`src/rtl/fdm_defs.svh`:
```
`ifndef FDM_DEFS_SVH
`define FDM_DEFS_SVH

// mode codes, gray along reset -> normal -> sleep
`define FDM_MODE_RESET 2'h0
`define FDM_MODE_NORMAL 2'h1
`define FDM_MODE_SLEEP 2'h3

// register window and offsets
`define FDM_REG_WIN 5'h10
`define FDM_OFS_MODE_CTRL 13'h1002
`define FDM_OFS_MODE_CONF 13'h1003
`define FDM_OFS_SLEEP_PIN_CTRL 13'h1004
`define FDM_OFS_SCRATCH 13'h1005

// boot-window wake address and read count
`define FDM_WAKE_ADDR 13'h1fff
`define FDM_WAKE_READS 3'h4

// sleep pin control fields
`define FDM_PIN_EN_BIT 0
`define FDM_PIN_RISE_BIT 1

// reset values
`define FDM_RST_SLEEP_PIN_CTRL 2'h0
`define FDM_RST_SCRATCH 16'h0000

// timing
`define FDM_CLK_PERIOD_PS 8000
`define FDM_EXT_ACCESS_NS 200
`define FDM_EXT_ACCESS_CYC \
  ((`FDM_EXT_ACCESS_NS * 1000 + `FDM_CLK_PERIOD_PS - 1) / `FDM_CLK_PERIOD_PS)

`endif

```
`src/rtl/fdm_pkg.sv`:
```
`include "fdm_defs.svh"

package fdm_pkg;

  typedef enum logic [1:0]
  {
    FDM_RESET = `FDM_MODE_RESET,
    FDM_NORMAL = `FDM_MODE_NORMAL,
    FDM_SLEEP = `FDM_MODE_SLEEP
  } fdm_mode_e;

  // active-high enables of the input buffers
  typedef struct packed
  {
    logic addr;
    logic data;
    logic we;
    logic oe;
    logic avd;
  } fdm_inbuf_s;

  // host bus strobes, all active low
  typedef struct packed
  {
    logic ce_n;
    logic we_n;
    logic oe_n;
    logic avd_n;
  } fdm_strobe_s;

endpackage : fdm_pkg

```
`src/rtl/fdm_mode_ctrl.sv`:
```
// Behaviour
// - present mode readable in the mode control register outside sleep
// - hard reset input low puts normal or sleep in sleep mode; reset mode stays reset
// - power-up reset leaves the device in reset mode
// - control write then matching confirmation write enters normal mode
// - normal returns to reset by write sequence or soft boot trigger
// - sleep sequence enters sleep only once chip select negated
// - hard reset held in normal gives sleep; release gives reset
// - four boot reads at 1fff wake sleep to normal; data undefined
// - one extended boot read wakes sleep, standard interface only
// - sleep pin edge chosen by sleep pin control wakes the device
// - reset mode drops writes except control and confirmation
// - reset mode register reads return zero
// - sleep ignores writes and leaves data bus undriven
// - sleep entry and exit leave every register unchanged
// - sleep with chip select negated disables the input buffers
// - write is ce plus we, read is ce plus oe
`timescale 1ns/1ps
`default_nettype none
`include "fdm_defs.svh"

module fdm_mode_ctrl (
  input wire logic sys_clk,
  input wire logic rst_n,
  input wire fdm_pkg::fdm_strobe_s bus_strobe,
  input wire logic [12:0] addr,
  input wire logic [15:0] data_in,
  input wire logic hard_reset_in_n,
  input wire logic sleep_wake_pin,
  input wire logic soft_boot_trigger,
  input wire logic mux_interface,
  input wire logic [15:0] boot_rdata,
  output logic [12:0] boot_addr,
  output logic [15:0] data_out,
  output logic data_oe_n,
  output logic busy_n,
  output fdm_pkg::fdm_mode_e mode,
  output fdm_pkg::fdm_inbuf_s inbuf
);
  import fdm_pkg::*;

  localparam int EXT_CYC = `FDM_EXT_ACCESS_CYC;

  // bus pins other than ce gated by the buffer enables before they are synchronised
  fdm_strobe_s strobe_g;
  logic [12:0] addr_g;
  logic [15:0] data_g;
  fdm_strobe_s st_s;
  logic [12:0] addr_s;
  logic [15:0] data_s;
  logic hrst_n_s;
  logic pin_s;
  logic soft_s;
  logic mux_s;

  always_comb
  begin
    strobe_g.ce_n = bus_strobe.ce_n;
    strobe_g.we_n = inbuf.we ? bus_strobe.we_n : 1'b1;
    strobe_g.oe_n = inbuf.oe ? bus_strobe.oe_n : 1'b1;
    strobe_g.avd_n = inbuf.avd ? bus_strobe.avd_n : 1'b1;
    addr_g = inbuf.addr ? addr : 13'h0000;
    data_g = inbuf.data ? data_in : 16'h0000;
  end

  fdm_sync #(
    .W(37),
    .RST_VAL({4'hf, 13'h0000, 16'h0000, 4'h0})
  ) u_pin_sync (
    .sys_clk(sys_clk),
    .rst_n(rst_n),
    .d({strobe_g, addr_g, data_g, hard_reset_in_n, sleep_wake_pin,
        soft_boot_trigger, mux_interface}),
    .q({st_s, addr_s, data_s, hrst_n_s, pin_s, soft_s, mux_s})
  );

  // bus cycle decode
  logic wr_now;
  logic rd_now;
  logic wr_prev;
  logic rd_prev;
  logic wr_end;
  logic rd_start;
  logic [12:0] ad_latch;
  logic [12:0] eff_addr;
  logic in_reg;

  assign wr_now = !st_s.ce_n && !st_s.we_n;
  assign rd_now = !st_s.ce_n && !st_s.oe_n;
  assign wr_end = wr_prev && !wr_now;
  assign rd_start = rd_now && !rd_prev;
  assign eff_addr = mux_s ? ad_latch : addr_s;
  assign in_reg = eff_addr[12:8] == `FDM_REG_WIN;

  // state
  logic [12:0] wr_addr;
  logic [15:0] wr_data;
  logic [1:0] pend_mode;
  logic pend_valid;
  logic sleep_armed;
  logic hold;
  logic [2:0] wake_cnt;
  logic [5:0] ext_cnt;
  logic [1:0] sleep_pin_ctrl;
  logic [15:0] scratch;
  logic pin_prev;
  logic soft_prev;

  logic next_wr_prev;
  logic next_rd_prev;
  logic [12:0] next_ad_latch;
  logic [12:0] next_wr_addr;
  logic [15:0] next_wr_data;
  fdm_mode_e next_mode;
  logic [1:0] next_pend_mode;
  logic next_pend_valid;
  logic next_sleep_armed;
  logic next_hold;
  logic [2:0] next_wake_cnt;
  logic [5:0] next_ext_cnt;
  logic [1:0] next_sleep_pin_ctrl;
  logic [15:0] next_scratch;
  logic next_pin_prev;
  logic next_soft_prev;
  logic pin_edge;

  always_comb
  begin
    next_wr_prev = wr_now;
    next_rd_prev = rd_now;
    next_ad_latch = st_s.avd_n ? ad_latch : data_s[12:0];
    next_wr_addr = wr_now ? eff_addr : wr_addr;
    next_wr_data = wr_now ? data_s : wr_data;
    next_mode = mode;
    next_pend_mode = pend_mode;
    next_pend_valid = pend_valid;
    next_sleep_armed = sleep_armed;
    next_hold = hold;
    next_wake_cnt = wake_cnt;
    next_ext_cnt = 6'h00;
    next_sleep_pin_ctrl = sleep_pin_ctrl;
    next_scratch = scratch;
    next_pin_prev = pin_s;
    next_soft_prev = soft_s;
    pin_edge = sleep_pin_ctrl[`FDM_PIN_RISE_BIT] ? (pin_s && !pin_prev)
                                                 : (!pin_s && pin_prev);

    // writes are taken at the end of the cycle, when data is settled
    if (wr_end && mode != FDM_SLEEP)
    begin
      next_pend_valid = 1'b0;
      unique case (wr_addr)
        `FDM_OFS_MODE_CTRL:
        begin
          next_pend_mode = wr_data[1:0];
          next_pend_valid = 1'b1;
        end
        `FDM_OFS_MODE_CONF:
        begin
          if (pend_valid && wr_data[1:0] == ~pend_mode)
          begin
            if (mode == FDM_RESET && pend_mode == `FDM_MODE_NORMAL)
              next_mode = FDM_NORMAL;
            else if (mode == FDM_NORMAL && pend_mode == `FDM_MODE_RESET)
              next_mode = FDM_RESET;
            else if (mode == FDM_NORMAL && pend_mode == `FDM_MODE_SLEEP)
              next_sleep_armed = 1'b1;
          end
        end
        `FDM_OFS_SLEEP_PIN_CTRL:
        begin
          if (mode == FDM_NORMAL)
            next_sleep_pin_ctrl = wr_data[1:0];
        end
        `FDM_OFS_SCRATCH:
        begin
          if (mode == FDM_NORMAL)
            next_scratch = wr_data;
        end
        default:
        begin
        end
      endcase
    end

    // sleep waits for the host to let go of chip select
    if (mode == FDM_NORMAL && sleep_armed && st_s.ce_n)
    begin
      next_mode = FDM_SLEEP;
      next_sleep_armed = 1'b0;
      next_wake_cnt = 3'h0;
    end

    if (mode == FDM_NORMAL && soft_s && !soft_prev)
    begin
      next_mode = FDM_RESET;
      next_sleep_armed = 1'b0;
    end

    if (mode == FDM_SLEEP)
    begin
      if (rd_start)
      begin
        if (eff_addr == `FDM_WAKE_ADDR)
        begin
          if (wake_cnt == `FDM_WAKE_READS - 3'h1)
          begin
            next_mode = FDM_NORMAL;
            next_wake_cnt = 3'h0;
          end
          else
            next_wake_cnt = wake_cnt + 3'h1;
        end
        else
          next_wake_cnt = 3'h0;
      end
      // a long boot-window read wakes us while the host still waits
      if (rd_now && !in_reg && !mux_s)
      begin
        next_ext_cnt = ext_cnt + 6'h01;
        if (ext_cnt == 6'(EXT_CYC - 1))
        begin
          next_mode = FDM_NORMAL;
          next_wake_cnt = 3'h0;
        end
      end
      if (sleep_pin_ctrl[`FDM_PIN_EN_BIT] && pin_edge)
      begin
        next_mode = FDM_NORMAL;
        next_wake_cnt = 3'h0;
      end
    end

    // hard reset outranks every mode and sequence decision above; register writes still land
    if (!hrst_n_s)
    begin
      next_pend_valid = 1'b0;
      next_sleep_armed = 1'b0;
      if (mode == FDM_NORMAL || mode == FDM_SLEEP)
      begin
        next_mode = FDM_SLEEP;
        next_hold = 1'b1;
      end
      else
        next_mode = FDM_RESET;
    end
    else if (hold)
    begin
      next_mode = FDM_RESET;
      next_hold = 1'b0;
    end
  end

  // registers keep their values across sleep; only power-up clears them
  always_ff @(posedge sys_clk or negedge rst_n)
  begin
    if (!rst_n)
    begin
      wr_prev <= 1'b0;
      rd_prev <= 1'b0;
      ad_latch <= 13'h0000;
      wr_addr <= 13'h0000;
      wr_data <= 16'h0000;
      mode <= FDM_RESET;
      pend_mode <= 2'h0;
      pend_valid <= 1'b0;
      sleep_armed <= 1'b0;
      hold <= 1'b0;
      wake_cnt <= 3'h0;
      ext_cnt <= 6'h00;
      sleep_pin_ctrl <= `FDM_RST_SLEEP_PIN_CTRL;
      scratch <= `FDM_RST_SCRATCH;
      pin_prev <= 1'b0;
      soft_prev <= 1'b0;
    end
    else
    begin
      wr_prev <= next_wr_prev;
      rd_prev <= next_rd_prev;
      ad_latch <= next_ad_latch;
      wr_addr <= next_wr_addr;
      wr_data <= next_wr_data;
      mode <= next_mode;
      pend_mode <= next_pend_mode;
      pend_valid <= next_pend_valid;
      sleep_armed <= next_sleep_armed;
      hold <= next_hold;
      wake_cnt <= next_wake_cnt;
      ext_cnt <= next_ext_cnt;
      sleep_pin_ctrl <= next_sleep_pin_ctrl;
      scratch <= next_scratch;
      pin_prev <= next_pin_prev;
      soft_prev <= next_soft_prev;
    end
  end

  // read path and pin-facing outputs
  logic [15:0] reg_rdata;
  logic [15:0] next_data_out;
  logic next_data_oe_n;
  logic next_busy_n;
  fdm_inbuf_s next_inbuf;
  logic bufs_on;

  always_comb
  begin
    unique case (eff_addr)
      `FDM_OFS_MODE_CTRL: reg_rdata = {14'h0000, mode};
      `FDM_OFS_SLEEP_PIN_CTRL: reg_rdata = {14'h0000, sleep_pin_ctrl};
      `FDM_OFS_SCRATCH: reg_rdata = scratch;
      default: reg_rdata = 16'h0000;
    endcase
    next_data_out = data_out;
    next_data_oe_n = 1'b1;
    if (rd_now && mode != FDM_SLEEP)
    begin
      next_data_oe_n = 1'b0;
      if (in_reg)
        next_data_out = (mode == FDM_RESET) ? 16'h0000 : reg_rdata;
      else
        next_data_out = boot_rdata;
    end
    // held busy through a hard reset pulse so the host can wait on it
    next_busy_n = hrst_n_s && !hold;
    bufs_on = !(mode == FDM_SLEEP && st_s.ce_n);
    next_inbuf.addr = bufs_on && !mux_s;
    next_inbuf.data = bufs_on;
    next_inbuf.we = bufs_on;
    next_inbuf.oe = bufs_on;
    next_inbuf.avd = bufs_on && mux_s;
  end

  always_ff @(posedge sys_clk or negedge rst_n)
  begin
    if (!rst_n)
    begin
      data_out <= 16'h0000;
      data_oe_n <= 1'b1;
      busy_n <= 1'b0;
      boot_addr <= 13'h0000;
      inbuf <= '1;
    end
    else
    begin
      data_out <= next_data_out;
      data_oe_n <= next_data_oe_n;
      busy_n <= next_busy_n;
      boot_addr <= eff_addr;
      inbuf <= next_inbuf;
    end
  end

  a_mode_code_legal: assert property (@(posedge sys_clk) disable iff (!rst_n)
    mode != 2'h2)
    else $error("illegal mode code");

  a_confirm_gates_normal: assert property (@(posedge sys_clk)
    disable iff (!rst_n)
    mode == FDM_RESET && !(wr_end && wr_addr == `FDM_OFS_MODE_CONF
      && pend_valid) |=> mode == FDM_RESET)
    else $error("left reset mode without confirmation");

  a_sleep_needs_cs: assert property (@(posedge sys_clk) disable iff (!rst_n)
    mode == FDM_NORMAL && !st_s.ce_n && hrst_n_s |=> mode != FDM_SLEEP)
    else $error("sleep entered with chip select asserted");

  a_hard_hold_seq: assert property (@(posedge sys_clk) disable iff (!rst_n)
    !hrst_n_s && mode != FDM_RESET ##1 hrst_n_s |=> mode == FDM_RESET)
    else $error("hard reset release did not give reset mode");

  a_four_reads_wake: assert property (@(posedge sys_clk) disable iff (!rst_n)
    mode == FDM_SLEEP && hrst_n_s && rd_start
      && eff_addr == `FDM_WAKE_ADDR && wake_cnt == 3'h3
      |=> mode == FDM_NORMAL)
    else $error("fourth wake read did not wake");

  a_reset_drop_write: assert property (@(posedge sys_clk) disable iff (!rst_n)
    wr_end && mode == FDM_RESET && wr_addr == `FDM_OFS_SCRATCH
      |=> $stable(scratch))
    else $error("write taken in reset mode");

  a_reset_reads_zero: assert property (@(posedge sys_clk) disable iff (!rst_n)
    rd_now && mode == FDM_RESET && in_reg
      |=> !data_oe_n && data_out == 16'h0000)
    else $error("reset mode read not zero");

  a_sleep_no_drive: assert property (@(posedge sys_clk) disable iff (!rst_n)
    mode == FDM_SLEEP |=> data_oe_n)
    else $error("data bus driven in sleep");

  a_sleep_keeps_regs: assert property (@(posedge sys_clk) disable iff (!rst_n)
    mode == FDM_SLEEP |=> $stable(scratch) && $stable(sleep_pin_ctrl))
    else $error("register changed in sleep");

  a_sleep_bufs_off: assert property (@(posedge sys_clk) disable iff (!rst_n)
    mode == FDM_SLEEP && st_s.ce_n
      |=> inbuf == 5'h00)
    else $error("input buffers on in sleep");

endmodule : fdm_mode_ctrl

`default_nettype wire

```
`src/rtl/fdm_sync.sv`:
```
`timescale 1ns/1ps
`default_nettype none

module fdm_sync #(
  parameter int W = 1,
  parameter logic [W-1:0] RST_VAL = '0
) (
  input wire logic sys_clk,
  input wire logic rst_n,
  input wire logic [W-1:0] d,
  output logic [W-1:0] q
);

  logic [W-1:0] meta;

  always_ff @(posedge sys_clk or negedge rst_n)
  begin
    if (!rst_n)
    begin
      meta <= RST_VAL;
      q <= RST_VAL;
    end
    else
    begin
      meta <= d;
      q <= meta;
    end
  end

endmodule : fdm_sync

`default_nettype wire
```
`config.mk`:
```
export PLATFORM = sky130hd
export DESIGN_NAME = fdm_mode_ctrl
export DESIGN_NICKNAME = d
export VERILOG_FILES = /design/src/rtl/fdm_pkg.sv /design/src/rtl/fdm_mode_ctrl.sv /design/src/rtl/fdm_sync.sv
export VERILOG_INCLUDE_DIRS = /design/src /design/src/rtl
export SDC_FILE = /design/constraint.sdc
export NUM_CORES = 1
export LEC_CHECK = 0
export BUFFER_PORTS_ARGS = -buffer_cell sky130_fd_sc_hd__buf_4
export CAP_MARGIN = 20
export CORE_ASPECT_RATIO = 0.8
export CORE_UTILIZATION = 55
export DETAILED_ROUTE_END_ITERATION = 10
export GPL_ROUTABILITY_DRIVEN = 0
export PLACE_DENSITY = 0.75
export SLEW_MARGIN = 0
export SYNTH_ARGS = -nofsm -noshare
export SYNTH_HDL_FRONTEND = slang
export SYNTH_SLANG_ARGS = --single-unit
```
`constraint.sdc`:
```
create_clock -name sys_clk -period 5.9 [get_ports sys_clk]
set_input_delay 1.18 -clock sys_clk [delete_from_list [all_inputs] [get_ports sys_clk]]
set_output_delay 1.18 -clock sys_clk [all_outputs]
set_load 0.02 [all_outputs]
```
=== After elaboration in Yosys (flattened, before gate mapping) ===
Index checks and enable logic that the tools add are counted.

* $add $sub $neg: 2
* Eq/ne operators: 24
* Muxes and demuxes: 52
* Bitwise gates (word level): 1
* Reduce and logical (&&, ||, !) cells: 43

{| class="wikitable"
|+ Operator list
! kind !! number
|-
| 13-bit == test (second input constant) || 8
|-
| 16-bit 2-to-1 mux || 3
|-
| 16-bit case mux with 3 select lines || 1
|-
| 2-bit 2-to-1 mux || 17
|-
| 13-bit 2-to-1 mux || 2
|-
| 3-bit 2-to-1 mux || 8
|-
| 4-bit != test (second input constant) || 6
|-
| 1-bit logical AND || 23
|-
| 1-bit 2-to-1 mux || 19
|-
| 1-bit logical NOT || 12
|-
| 6-bit 2-to-1 mux || 2
|-
| 6-bit by 1-bit adder with 6-bit output (second input constant) || 1
|-
| 6-bit by 5-bit == test with 1-bit output (second input constant) || 1
|-
| 3-bit AND reduction || 2
|-
| 6-bit AND reduction || 1
|-
| 5-bit == test (second input constant) || 1
|-
| 2-bit by 1-bit == test with 1-bit output (second input constant) || 2
|-
| 2-bit == test (second input constant) || 2
|-
| 2-bit logical NOT || 2
|-
| 2-bit != test (second input constant) || 2
|-
| 3-bit by 1-bit adder with 3-bit output (second input constant) || 1
|-
| 3-bit by 2-bit == test with 1-bit output (second input constant) || 1
|-
| 2-bit == test || 1
|-
| 2-bit NOT || 1
|-
| other kinds (3) || 3
|}

* Flip-flop bits (word level): 188
* Bits of input ports: 55

=== Longest topological paths before layout ===
Gate-level depths: netlist (run 1).

* Word-level depth: 18
* Mapped depth: 8

=== Modules after synthesis ===
Synthesis (run 1) repeated with hierarchy kept, for this count alone.

* Cells, all modules: 512
* Area, all modules: 7109.3 sq um

{| class="wikitable"
|+ Modules (own cells, without submodules)
! module !! times used !! cells an instance !! area an instance (sq um)
|-
| fdm_mode_ctrl || 1 || 438 || 5247.5
|-
| fdm_sync || 1 || 74 || 1861.8
|}

=== Worst setup path before layout (run 1) ===
No wires, ideal clock.

* Kind: reg-to-output
* Start: reg inbuf[1] (netlist name)
* End: out inbuf[2] (netlist name)
* Arrival: 807 ps
* Data required time: 4720 ps
* Slack: 3913 ps
* Cell stages (with the launch flop): 2
* Path buffers: 1
* Cells stage by stage: dfstp_2 buf_4

{| class="wikitable"
|+ RTL lines
! item !! RTL line !! source
|-
| end, declared || fdm_mode_ctrl.sv:38 || <nowiki>output fdm_pkg::fdm_inbuf_s inbuf</nowiki>
|}

=== Final worst setup path (run 1) ===
* Start: reg u_pin_sync.q[0]
* End: reg data_out[0]

* Word-level cells in the longest chain between the ends: 5

{| class="wikitable"
|+ RTL lines
! item !! RTL line !! source
|-
| start, declared || fdm_sync.sv:11 || <nowiki>output logic [W-1:0] q</nowiki>
|-
| start signal, assigned || fdm_sync.sv:26 || <nowiki>q <= meta;</nowiki>
|-
| 13-bit 2-to-1 mux * || fdm_mode_ctrl.sv:92 || <nowiki>assign eff_addr = mux_s ? ad_latch : addr_s;</nowiki>
|-
| 13-bit == test || fdm_mode_ctrl.sv:307 || <nowiki>unique case (eff_addr)</nowiki>
|-
| 16-bit case mux with 3 select lines || fdm_mode_ctrl.sv:307 ||
|-
| 16-bit 2-to-1 mux || fdm_mode_ctrl.sv:319 || <nowiki>next_data_out = (mode == FDM_RESET) ? 16'h0000 : reg_rdata;</nowiki>
|-
| 16-bit 2-to-1 mux * || fdm_mode_ctrl.sv:318 || <nowiki>if (in_reg)</nowiki>
|-
| end signal, assigned || fdm_mode_ctrl.sv:345 || <nowiki>data_out <= next_data_out;</nowiki>
|-
| end, declared || fdm_mode_ctrl.sv:34 || <nowiki>output logic [15:0] data_out,</nowiki>
|}

Mark *: on every way between the ends. The rest lies on a longest branch, timed or not.
A chain may end at the register's enable or synchronous reset.

==> flow_summary.ini, run 1 <==
[status]
status = complete, no violations

[synthesis]
synth_top_area_share_pct = 62.0
synthAdderAreaFrac_pct = 0.528
async_flop_share_pct = 100
synth_nets = 589
ys.flop_type = dfrtp_1
synth_edf_count = 0
synth_seq_area_share_pct = 66.4
yosys_warnings = 0
synth_area_leaders = dfrtp_1 62%, mux2_2 7.1%, dfstp_2 4.4%
syn_area_per_cell_sq_um = 13.4
synth_compound_area_share_pct = 5.51
synthSimpleGateAreaFrac_pct = 13.6
synthXorXnorAreaFrac_pct = 0.616
synth_cell_types = 56
synth_top_family_by_area = simple AND/OR/NAND/NOR gates
yosysMostFrequentCell = dfrtp_1
synth_seq_cells = 188
syn-cell-area_sq_um = 7110
syn_inst = 531
synth_top_cell_by_area = dfrtp_1
synthTopCellsByCount = 176 x dfrtp_1, 71 x nor2_1, 45 x and2_1, 45 x mux2_2
synth_mux_area_share_pct = 10.5

[critical_path]
crit_path_start_kind = flip-flop
cpMaxStageDelayCell = dfrtp_1
cp-endpoint = data_out[0]$_DFFE_PN0P_
cp.required_ns = 6.23
r2r_start = u_pin_sync.q[0]$_DFF_PN0_
r2r-end = data_out[0]$_DFFE_PN0P_
path_cells = nor4bb_1, o22ai_2, nor3_4, o2111ai_1, o21ai_0
slowest_delay_ns = 0.95
path_class = reg2reg
path_delay_family = simple AND/OR/NAND/NOR gates
reg2reg_slack_ns = 3.08
cp_num_cells = 5
cp_max_fo = 26
crit_start = u_pin_sync.q[0]$_DFF_PN0_
r2r_cells = 5
path_buf_inv = 0
endpoint_kind = flip-flop
arrival_ns = 3.14

[global_routing]
antenna_found_initial = 0
grtUsageMet3_pct = 5.06
grt_pass1_wl_mm = 22.4
gr-total-overflow = 0
grt_max_degree = 86
gr-usage-met1_pct = 33.6
grt-busiest-layer = met1
grtUsageMet2_pct = 32.0
track_usage_pct = 22.2
grt_pass1_vias = 4332

[layout]
nets = 681
layout-drive-gt1-share_pct = 32.4
antenna_cells = 0
areaGrowthSynthToFinish_pct = 19.9
final_cell_area_sq_um = 8520

[floorplan]
dieArea_sq_um = 13400
die_x_um = 129
die_y_um = 104
core_sq_um = 12400
io_pins = 93
start_util_pct = 57.4
row_count = 36

[route]
wl_per_cell_um = 16.7
first_pass_iters = 4
wl_mm = 13.5
antenna_left = 0
drtIter0Drc = 442
drc = 0
via_per_inst = 5.36
vias = 4323

[sta]
rsz0062_at_grt = no
finalSetupViolCount = 0
tns_ns = 0
drv_slew = 0
fin_crit_ns = 2.82
fin_crit_sh_pct = 47.7
fmax_mhz = 355
tightest_slew_ns = 0.928
skew_ns = 0.0112
relSlewSlack_pct = 38.2
hold_viol = 0

[cts]
cts_setup_buffers = 0
cts_buffers = 17
cts_tree = built
cts_root_buffer = clkbuf_16
cts_max_path_buffers = 2
clk_latency_ns = 0.42
clkTransAtPathRegs_ns = 0.07
cts_hold_buffers = 0
clock-sinks = 188
cts_resized = 0
ctsHtreeMaxLevel = 4

[placed_design]
portBuffers = 92
dpl.hpwl_mm = 9.44
dpl-instance-area_sq_um = 7890

[pwr]
powerDensity_nw_per_um2 = 335
p_leak_nw = 3.95
ir_drop_v = 0.000195

[worst_hold_path]
hp-class = reg2reg

[run]
maxCapViolCount = 0
==> cells in the final DEF (no fill, tap or decap), types with 12 or more instances in the layout <==
master,instances
dfrtp_1,176
buf_4,93
nor2_1,71
mux2_2,45
and2_1,45
clkbuf_16,17
inv_1,15
a21oi_1,15
a311oi_1,14
nand2_1,12
dfstp_2,12
==> power by group <==
group          internal (W)  switching, W  leakage, nW
combinational      0.000128      0.000139         1.36
sequential          0.00139     0.0000702         2.29
clock              0.000611      0.000519        0.295
==> registers in the layout, summed over array words and instances, names as in the netlist, 3 cells and up <==
signal and flops:
inbuf 3, ad_latch 13, ext_cnt 6, data_out 16, wr_addr 13, u_pin_sync.q 37, wake_cnt 3, boot_addr 13
u_pin_sync.meta 37, wr_data 16, scratch 16
==> worst reg2reg max path: stages (launching register included) <==
cell and delay (ns):
dfrtp_1 0.95, nor4bb_1 0.38, o22ai_2 0.32, nor3_4 0.61, o2111ai_1 0.24, o21ai_0 0.23
==> routing by layer <==
layer / vias up / wire length, um
met4: 0 / 121
li1: 1995 / -
met3: 12 / 617
met2: 140 / 6250
met5: - / 0
met1: 2176 / 6520
==> worst min-delay path by stage <==
stage | from | endpoint | slack (ns) | cells past startpoint
after floorplan | u_pin_sync.meta[0]$_DFF_PN0_ | u_pin_sync.q[0]$_DFF_PN0_ | 0.33 | 0
after global placement | u_pin_sync.meta[12]$_DFF_PN0_ | u_pin_sync.q[12]$_DFF_PN0_ | 0.33 | 0
after detailed placement | u_pin_sync.meta[14]$_DFF_PN0_ | u_pin_sync.q[14]$_DFF_PN0_ | 0.34 | 0
after CTS | u_pin_sync.meta[14]$_DFF_PN0_ | u_pin_sync.q[14]$_DFF_PN0_ | 0.35 | 0
after global routing | u_pin_sync.meta[25]$_DFF_PN0_ | u_pin_sync.q[25]$_DFF_PN0_ | 0.36 | 0
final | u_pin_sync.meta[25]$_DFF_PN0_ | u_pin_sync.q[25]$_DFF_PN0_ | 0.35 | 0
==> through the flow <==
stage	worst slack (ns)	util [%]	hold WS, ns	total power (W)	cells
after global routing	2.85	68.8	0.356	0.00297	807
after global placement	3.30	63.7	0.334	0.00174	774
after detailed placement	3.13	63.7	0.336	0.00175	774
final	3.08	68.8	0.352	0.00286	807
after CTS	3.10	68.6	0.353	0.00288	806
after floorplan	3.91	-	0.331	0.00161	531
==> area by class of cell <==
cell class / instances / area [sq um]
clock buffers: 18 / 429
clock inverters: 14 / 174
fillers: 882 / 3870
inverters: 17 / 63.8
multi-input cells: 304 / 2180
flip-flops and latches: 188 / 4720
well taps: 171 / 214
repair buffers: 95 / 737
==> cells by family after synthesis <==
group / Yosys count
fa+ha+maj: 3
mux: 64
simple gates: 178
xor+xnor: 5
flops: 188
buf+inv: 39
compound gates: 54
(Power assumes the default switching activity.)
==> inputs of run 2 (changes only) <==
--- a/config.mk
+++ b/config.mk
@@ -6,13 +6,14 @@
 export SDC_FILE = /design/constraint.sdc
 export NUM_CORES = 1
 export LEC_CHECK = 0
+export ABC_AREA = 1
 export BUFFER_PORTS_ARGS = -buffer_cell sky130_fd_sc_hd__buf_4
 export CAP_MARGIN = 20
 export CORE_ASPECT_RATIO = 0.8
 export CORE_UTILIZATION = 55
 export DETAILED_ROUTE_END_ITERATION = 10
 export GPL_ROUTABILITY_DRIVEN = 0
-export PLACE_DENSITY = 0.75
+export PLACE_DENSITY = 0.74
 export SLEW_MARGIN = 0
 export SYNTH_ARGS = -nofsm -noshare
 export SYNTH_HDL_FRONTEND = slang
==> constraint.sdc (replaced) <==
create_clock -name sys_clk -period 2.8 [get_ports sys_clk]
set_input_delay 0.56 -clock sys_clk [delete_from_list [all_inputs] [get_ports sys_clk]]
set_output_delay 0.56 -clock sys_clk [all_outputs]
set_load 0.02 [all_outputs]
==> flow_summary.ini, run 2 <==
[status]
status = complete, no violations

[critical_path]
crit_path_start_kind = flip-flop
crit_start = u_pin_sync.q[0]$_DFF_PN0_
cp-endpoint = data_out[9]$_DFFE_PN0P_
endpoint_kind = flip-flop
path_common_cell = nand2_1
slowest_delay_ns = 0.52
cp.required_ns = 3.15
cpMaxStageDelayCell = dfrtp_1
r2r-end = data_out[9]$_DFFE_PN0P_
path_class = reg2reg
reg2reg_slack_ns = 0.58
cp_max_fo = 14
path_cells = buf_4, or2_1, nand2_1, nand4_2, nor3_4, nand2_1, a21oi_1
r2r_cells = 7
r2r_start = u_pin_sync.q[0]$_DFF_PN0_
arrival_ns = 2.57

[synthesis]
synth_seq_area_share_pct = 65.6
yosysMostFrequentCell = nand2_1
async_flop_share_pct = 100
synth_top_area_share_pct = 61.2
yosys_warnings = 0
synthTopCellsByCount = 187 x nand2_1, 176 x dfrtp_1, 91 x inv_1
synth_cell_types = 41
synth_seq_cells = 188
synth_nets = 789
synth_edf_count = 0
syn_area_per_cell_sq_um = 9.84
synth_top_cell_by_area = dfrtp_1
synth_area_leaders = dfrtp_1 61%, nand2_1 9.8%, inv_1 4.7%
ys.flop_type = dfrtp_1
syn_inst = 731
syn-cell-area_sq_um = 7190

[route]
drtIter0Drc = 462
first_pass_iters = 7
antenna_left = 0
wl_mm = 15.0
vias = 5149
wl_per_cell_um = 14.9
drc = 0
via_per_inst = 5.11

[pwr]
ir_drop_v = 0.000469
p_leak_nw = 4.39
powerDensity_nw_per_um2 = 694

[sta]
fin_crit_sh_pct = 79.2
fin_crit_ns = 2.22
rsz0062_at_grt = no
skew_ns = 0.0118
relSlewSlack_pct = 58.5
drv_slew = 0
hold_viol = 0
finalSetupViolCount = 0
tightest_slew_ns = 0.621
tns_ns = 0
fmax_mhz = 451

[global_routing]
track_usage_pct = 24.2
antenna_found_initial = 0
grt_pass1_vias = 5056
grt_pass1_wl_mm = 24.5
gr-total-overflow = 0
grt_max_degree = 99

[worst_hold_path]
hp-class = in2reg
min_path_cells = 1

[cts]
cts_buffers = 17
clkTransAtPathRegs_ns = 0.06
ctsHtreeMaxLevel = 4
cts_max_path_buffers = 2
clk_latency_ns = 0.43
cts_root_buffer = clkbuf_16
clock-sinks = 188
cts_tree = built

[floorplan]
dieArea_sq_um = 13500
row_count = 36
die_y_um = 104
core_sq_um = 12500
start_util_pct = 57.6
io_pins = 93
die_x_um = 130

[layout]
final_cell_area_sq_um = 8610
nets = 881
layout_common_cells = 187 x nand2_1, 176 x dfrtp_1, 97 x buf_4
final_common_cell = nand2_1
areaGrowthSynthToFinish_pct = 19.7
layout-drive-gt1-share_pct = 19.4
top_regs = u_pin_sync.meta x37, u_pin_sync.q x37
final_util_pct = 69.0
antenna_cells = 0

[placed_design]
portBuffers = 92
dpl-instance-area_sq_um = 8020
dpl.hpwl_mm = 10.6

[run]
maxCapViolCount = 0
run 2: how the worst min path moves through the flow:
stage | slack, ns | from | to
2_1_floorplan | 0.26 | rst_n | ad_latch[0]$_DFFE_PN0N_
3_3_place_gp | 0.33 | u_pin_sync.meta[11]$_DFF_PN0_ | u_pin_sync.q[11]$_DFF_PN0_
3_5_place_dp | 0.33 | u_pin_sync.meta[19]$_DFF_PN0_ | u_pin_sync.q[19]$_DFF_PN0_
4_1_cts | 0.22 | mux_interface | u_pin_sync.meta[0]$_DFF_PN0_
5_1_grt | 0.22 | mux_interface | u_pin_sync.meta[0]$_DFF_PN0_
6_report | 0.24 | sleep_wake_pin | u_pin_sync.meta[2]$_DFF_PN0_
run 2: critical path: cells and delay by family (launching register included):
| family | cells | cell delay, ns |
|---|---|---|
| AO/OA/AOI/OAI | 1 | 0.15 |
| buffers and inverters | 1 | 0.25 |
| AND/OR/NAND/NOR | 5 | 1.20 |
| flip-flops | 1 | 0.52 |
run 2: cell families (layout without fill, tap and decap cells):
logic type,Yosys count,count (layout),synth area share [%]
compound gates,102,102,7.32
xor+xnor,5,5,0.609
simple gates,308,308,18.1
fa+ha+maj,3,3,0.522
buf+inv,121,226,7.20
mux,4,4,0.626
flops,188,188,65.6
run 2: area by class of cell:
cell class,count,area [sq um]
Sequential cell,188,4720
Fill cell,971,3870
Clock buffer,22,464
Clock inverter,10,116
Timing Repair Buffer,101,790
Multi-Input combinational cell,422,1950
Inverter,93,352
Tap cell,171,214
run 2: layer usage:
| metal | routed length (um) | up-vias | track usage (%) |
|---|---|---|---|
| met5 | 0 | - | 0 |
| met4 | 271 | 0 | 9.47 |
| met3 | 1010 | 26 | 6.12 |
| met2 | 6970 | 175 | 36.2 |
| met1 | 6700 | 2488 | 34.1 |
| li1 | - | 2460 | - |
run 2: stage by stage:
stage	hold WS, ns	setup WS (ns)	total power [W]	instances
floorplan	0.264	1.10	0.00336	731
global placement	0.333	0.733	0.00364	974
detailed placement	0.335	0.605	0.00367	974
CTS	0.224	0.586	0.00602	1007
global route	0.223	0.371	0.00620	1007
finish	0.239	0.583	0.00598	1007
run 2: timing repair:
action / in CTS / in global routing
hold buffers: 1 / 0
buffers inserted: 0 / 0
hold endpoints to repair: 4 / 0
gates resized for setup: 0 / 0
run 2: report_power, final:
part           internal [W]  leakage, nW  switching [W]
sequential          0.00292         2.30       0.000104
combinational      0.000228         1.80       0.000372
clock               0.00137        0.286       0.000989
==> inputs of run 3 (changes only) <==
--- a/config.mk
+++ b/config.mk
@@ -6,14 +6,14 @@
 export SDC_FILE = /design/constraint.sdc
 export NUM_CORES = 1
 export LEC_CHECK = 0
-export ABC_AREA = 1
+export ABC_AREA = 0
 export BUFFER_PORTS_ARGS = -buffer_cell sky130_fd_sc_hd__buf_4
 export CAP_MARGIN = 20
 export CORE_ASPECT_RATIO = 0.8
 export CORE_UTILIZATION = 55
 export DETAILED_ROUTE_END_ITERATION = 10
 export GPL_ROUTABILITY_DRIVEN = 0
-export PLACE_DENSITY = 0.74
+export PLACE_DENSITY = 0.75
 export SLEW_MARGIN = 0
 export SYNTH_ARGS = -nofsm -noshare
 export SYNTH_HDL_FRONTEND = slang
==> constraint.sdc (replaced) <==
create_clock -name sys_clk -period 2.2 [get_ports sys_clk]
set_input_delay 0.44 -clock sys_clk [delete_from_list [all_inputs] [get_ports sys_clk]]
set_output_delay 0.44 -clock sys_clk [all_outputs]
set_load 0.02 [all_outputs]
==> flow_summary.ini, run 3 (synthesis results as in run 1) <==
[critical_path]
endpoint_kind = flip-flop
r2r_start = wr_addr[3]$_DFFE_PN0P_
r2r_cells = 4
r2r-end = scratch[2]$_DFFE_PN0P_
path_cells = or4_4, nor3_4, and2_4, mux2_2
path_class = reg2reg
cp.required_ns = 2.52
cp_max_fo = 16
arrival_ns = 2.33
slowest_delay_ns = 0.56
crit_path_start_kind = flip-flop
cpMaxStageDelayCell = or4_4
reg2reg_slack_ns = 0.19

[cts]
cts_setup_buffers = 0
clkTransAtPathRegs_ns = 0.07
cts_tree = built
ctsHtreeMaxLevel = 4
clock-sinks = 188
cts_buffers = 17
cts_max_path_buffers = 2
clk_latency_ns = 0.44
cts_root_buffer = clkbuf_16

[layout]
multi_input_area_sq_um = 2190
layout_common_cells = 176 x dfrtp_1, 108 x buf_4, 71 x nor2_1
antenna_cells = 0
layout-drive-gt1-share_pct = 34.2
top_regs = u_pin_sync.meta x37, u_pin_sync.q x37
areaGrowthSynthToFinish_pct = 21.9
final_cell_area_sq_um = 8660
nets = 697
final_common_cell = dfrtp_1
ff_latch_area_sq_um = 4720
fillers = 869

[route]
first_pass_iters = 5
antenna_left = 0
wl_met2_mm = 6.51
drc = 0
wl_per_cell_um = 17.1
via_per_inst = 5.35
vias = 4403
drtIter0Drc = 418
wl_met1_mm = 6.44
wl_met3_um = 861
top_layer = met4
wl_mm = 14.1

[sta]
fmax_mhz = 497
skew_ns = 0.00913
fin_crit_ns = 2.01
drv_slew = 0
finalSetupViolCount = 0
fin_crit_sh_pct = 91.5
tns_ns = 0
rsz0062_at_grt = no
hold_viol = 0
relSlewSlack_pct = 65.1
tightest_slew_ns = 0.522

[floorplan]
core_sq_um = 12400
die_y_um = 104
dieArea_sq_um = 13400
row_count = 36
die_x_um = 129
start_util_pct = 57.4
io_pins = 93

[placed_design]
dpl.hpwl_mm = 10.1
portBuffers = 92
dpl-instance-area_sq_um = 8020

[pwr]
p_leak_nw = 4.02
powerDensity_nw_per_um2 = 900
ir_drop_v = 0.000615

[worst_hold_path]
min_to = u_pin_sync.meta[0]$_DFF_PN0_
hp-class = in2reg
min_path_cells = 1
min_from = mux_interface

[global_routing]
grt_max_degree = 57
grt_pass1_vias = 4393
track_usage_pct = 23.4
antenna_found_initial = 0
grt_pass1_wl_mm = 23.0
gr-total-overflow = 0

[run]
maxCapViolCount = 0

[status]
status = complete, no violations
[run 3: changes by cell type in the layout (fill, tap and decap cells not counted), sizes merged, moves of 10 or more]
cell    delta
mux2      +51
a21oi     -30
and2      +46
nand3     -22
inv       -73
o21ai     -45
nand2    -182
buf       +10
a311oi    +14
[run 3: layout make-up]
cell class / instances / area share [%]
sequential: 188 / 54.5
timing repair buffer: 111 / 9.84
clock buffer: 18 / 5.07
tap: 171 / 2.47
multi-input combinational: 304 / 25.3
inverter: 17 / 0.737
clock inverter: 14 / 2.11
[run 3: routing by layer]
layer	GRT usage, %	vias up
met5	0	-
met4	9.58	0
met3	5.63	27
li1	-	2028
met1	33.6	2185
met2	34.4	163
[run 3: where the power goes]
part           total (W)  internal, W  switching (W)
Clock            0.00313      0.00175        0.00137
Sequential       0.00392      0.00373       0.000189
Combinational   0.000750     0.000363       0.000387
Total            0.00780      0.00585        0.00195
[run 3: worst max-delay path by stage]
stage,start,endpoint,cells after the start
after floorplan,wr_addr[3]$_DFFE_PN0P_,scratch[10]$_DFFE_PN0P_,6
after global placement,wr_addr[3]$_DFFE_PN0P_,scratch[0]$_DFFE_PN0P_,4
after detailed placement,wr_addr[3]$_DFFE_PN0P_,scratch[15]$_DFFE_PN0P_,4
after CTS,wr_addr[3]$_DFFE_PN0P_,scratch[2]$_DFFE_PN0P_,4
after global routing,u_pin_sync.q[0]$_DFF_PN0_,data_out[0]$_DFFE_PN0P_,7
final,wr_addr[3]$_DFFE_PN0P_,scratch[2]$_DFFE_PN0P_,4
[run 3: timing repair]
item,CTS,global route
gates resized for setup,0,1
endpoints found under the setup margin,0,1
endpoints found under the hold margin,45,0
hold buffers,1,0
[run 3: through the flow]
stage          utilization [%]  cells  total power, W  setup WS (ns)  hold slack, ns
2_1_floorplan                -    531         0.00431          0.290           0.144
3_3_place_gp              64.8    790         0.00469          0.265           0.334
3_5_place_dp              64.8    790         0.00473          0.206           0.335
4_1_cts                   69.9    823         0.00785          0.188          0.0942
5_1_grt                   69.9    823         0.00811         0.0264          0.0872
6_report                  69.9    823         0.00780          0.188           0.108
[run 3: worst max-delay path: cells and delay by family, from the launching register on]
kind	cells	cell delay (ns)
flops	1	0.38
mux	1	0.37
simple gates	3	1.14
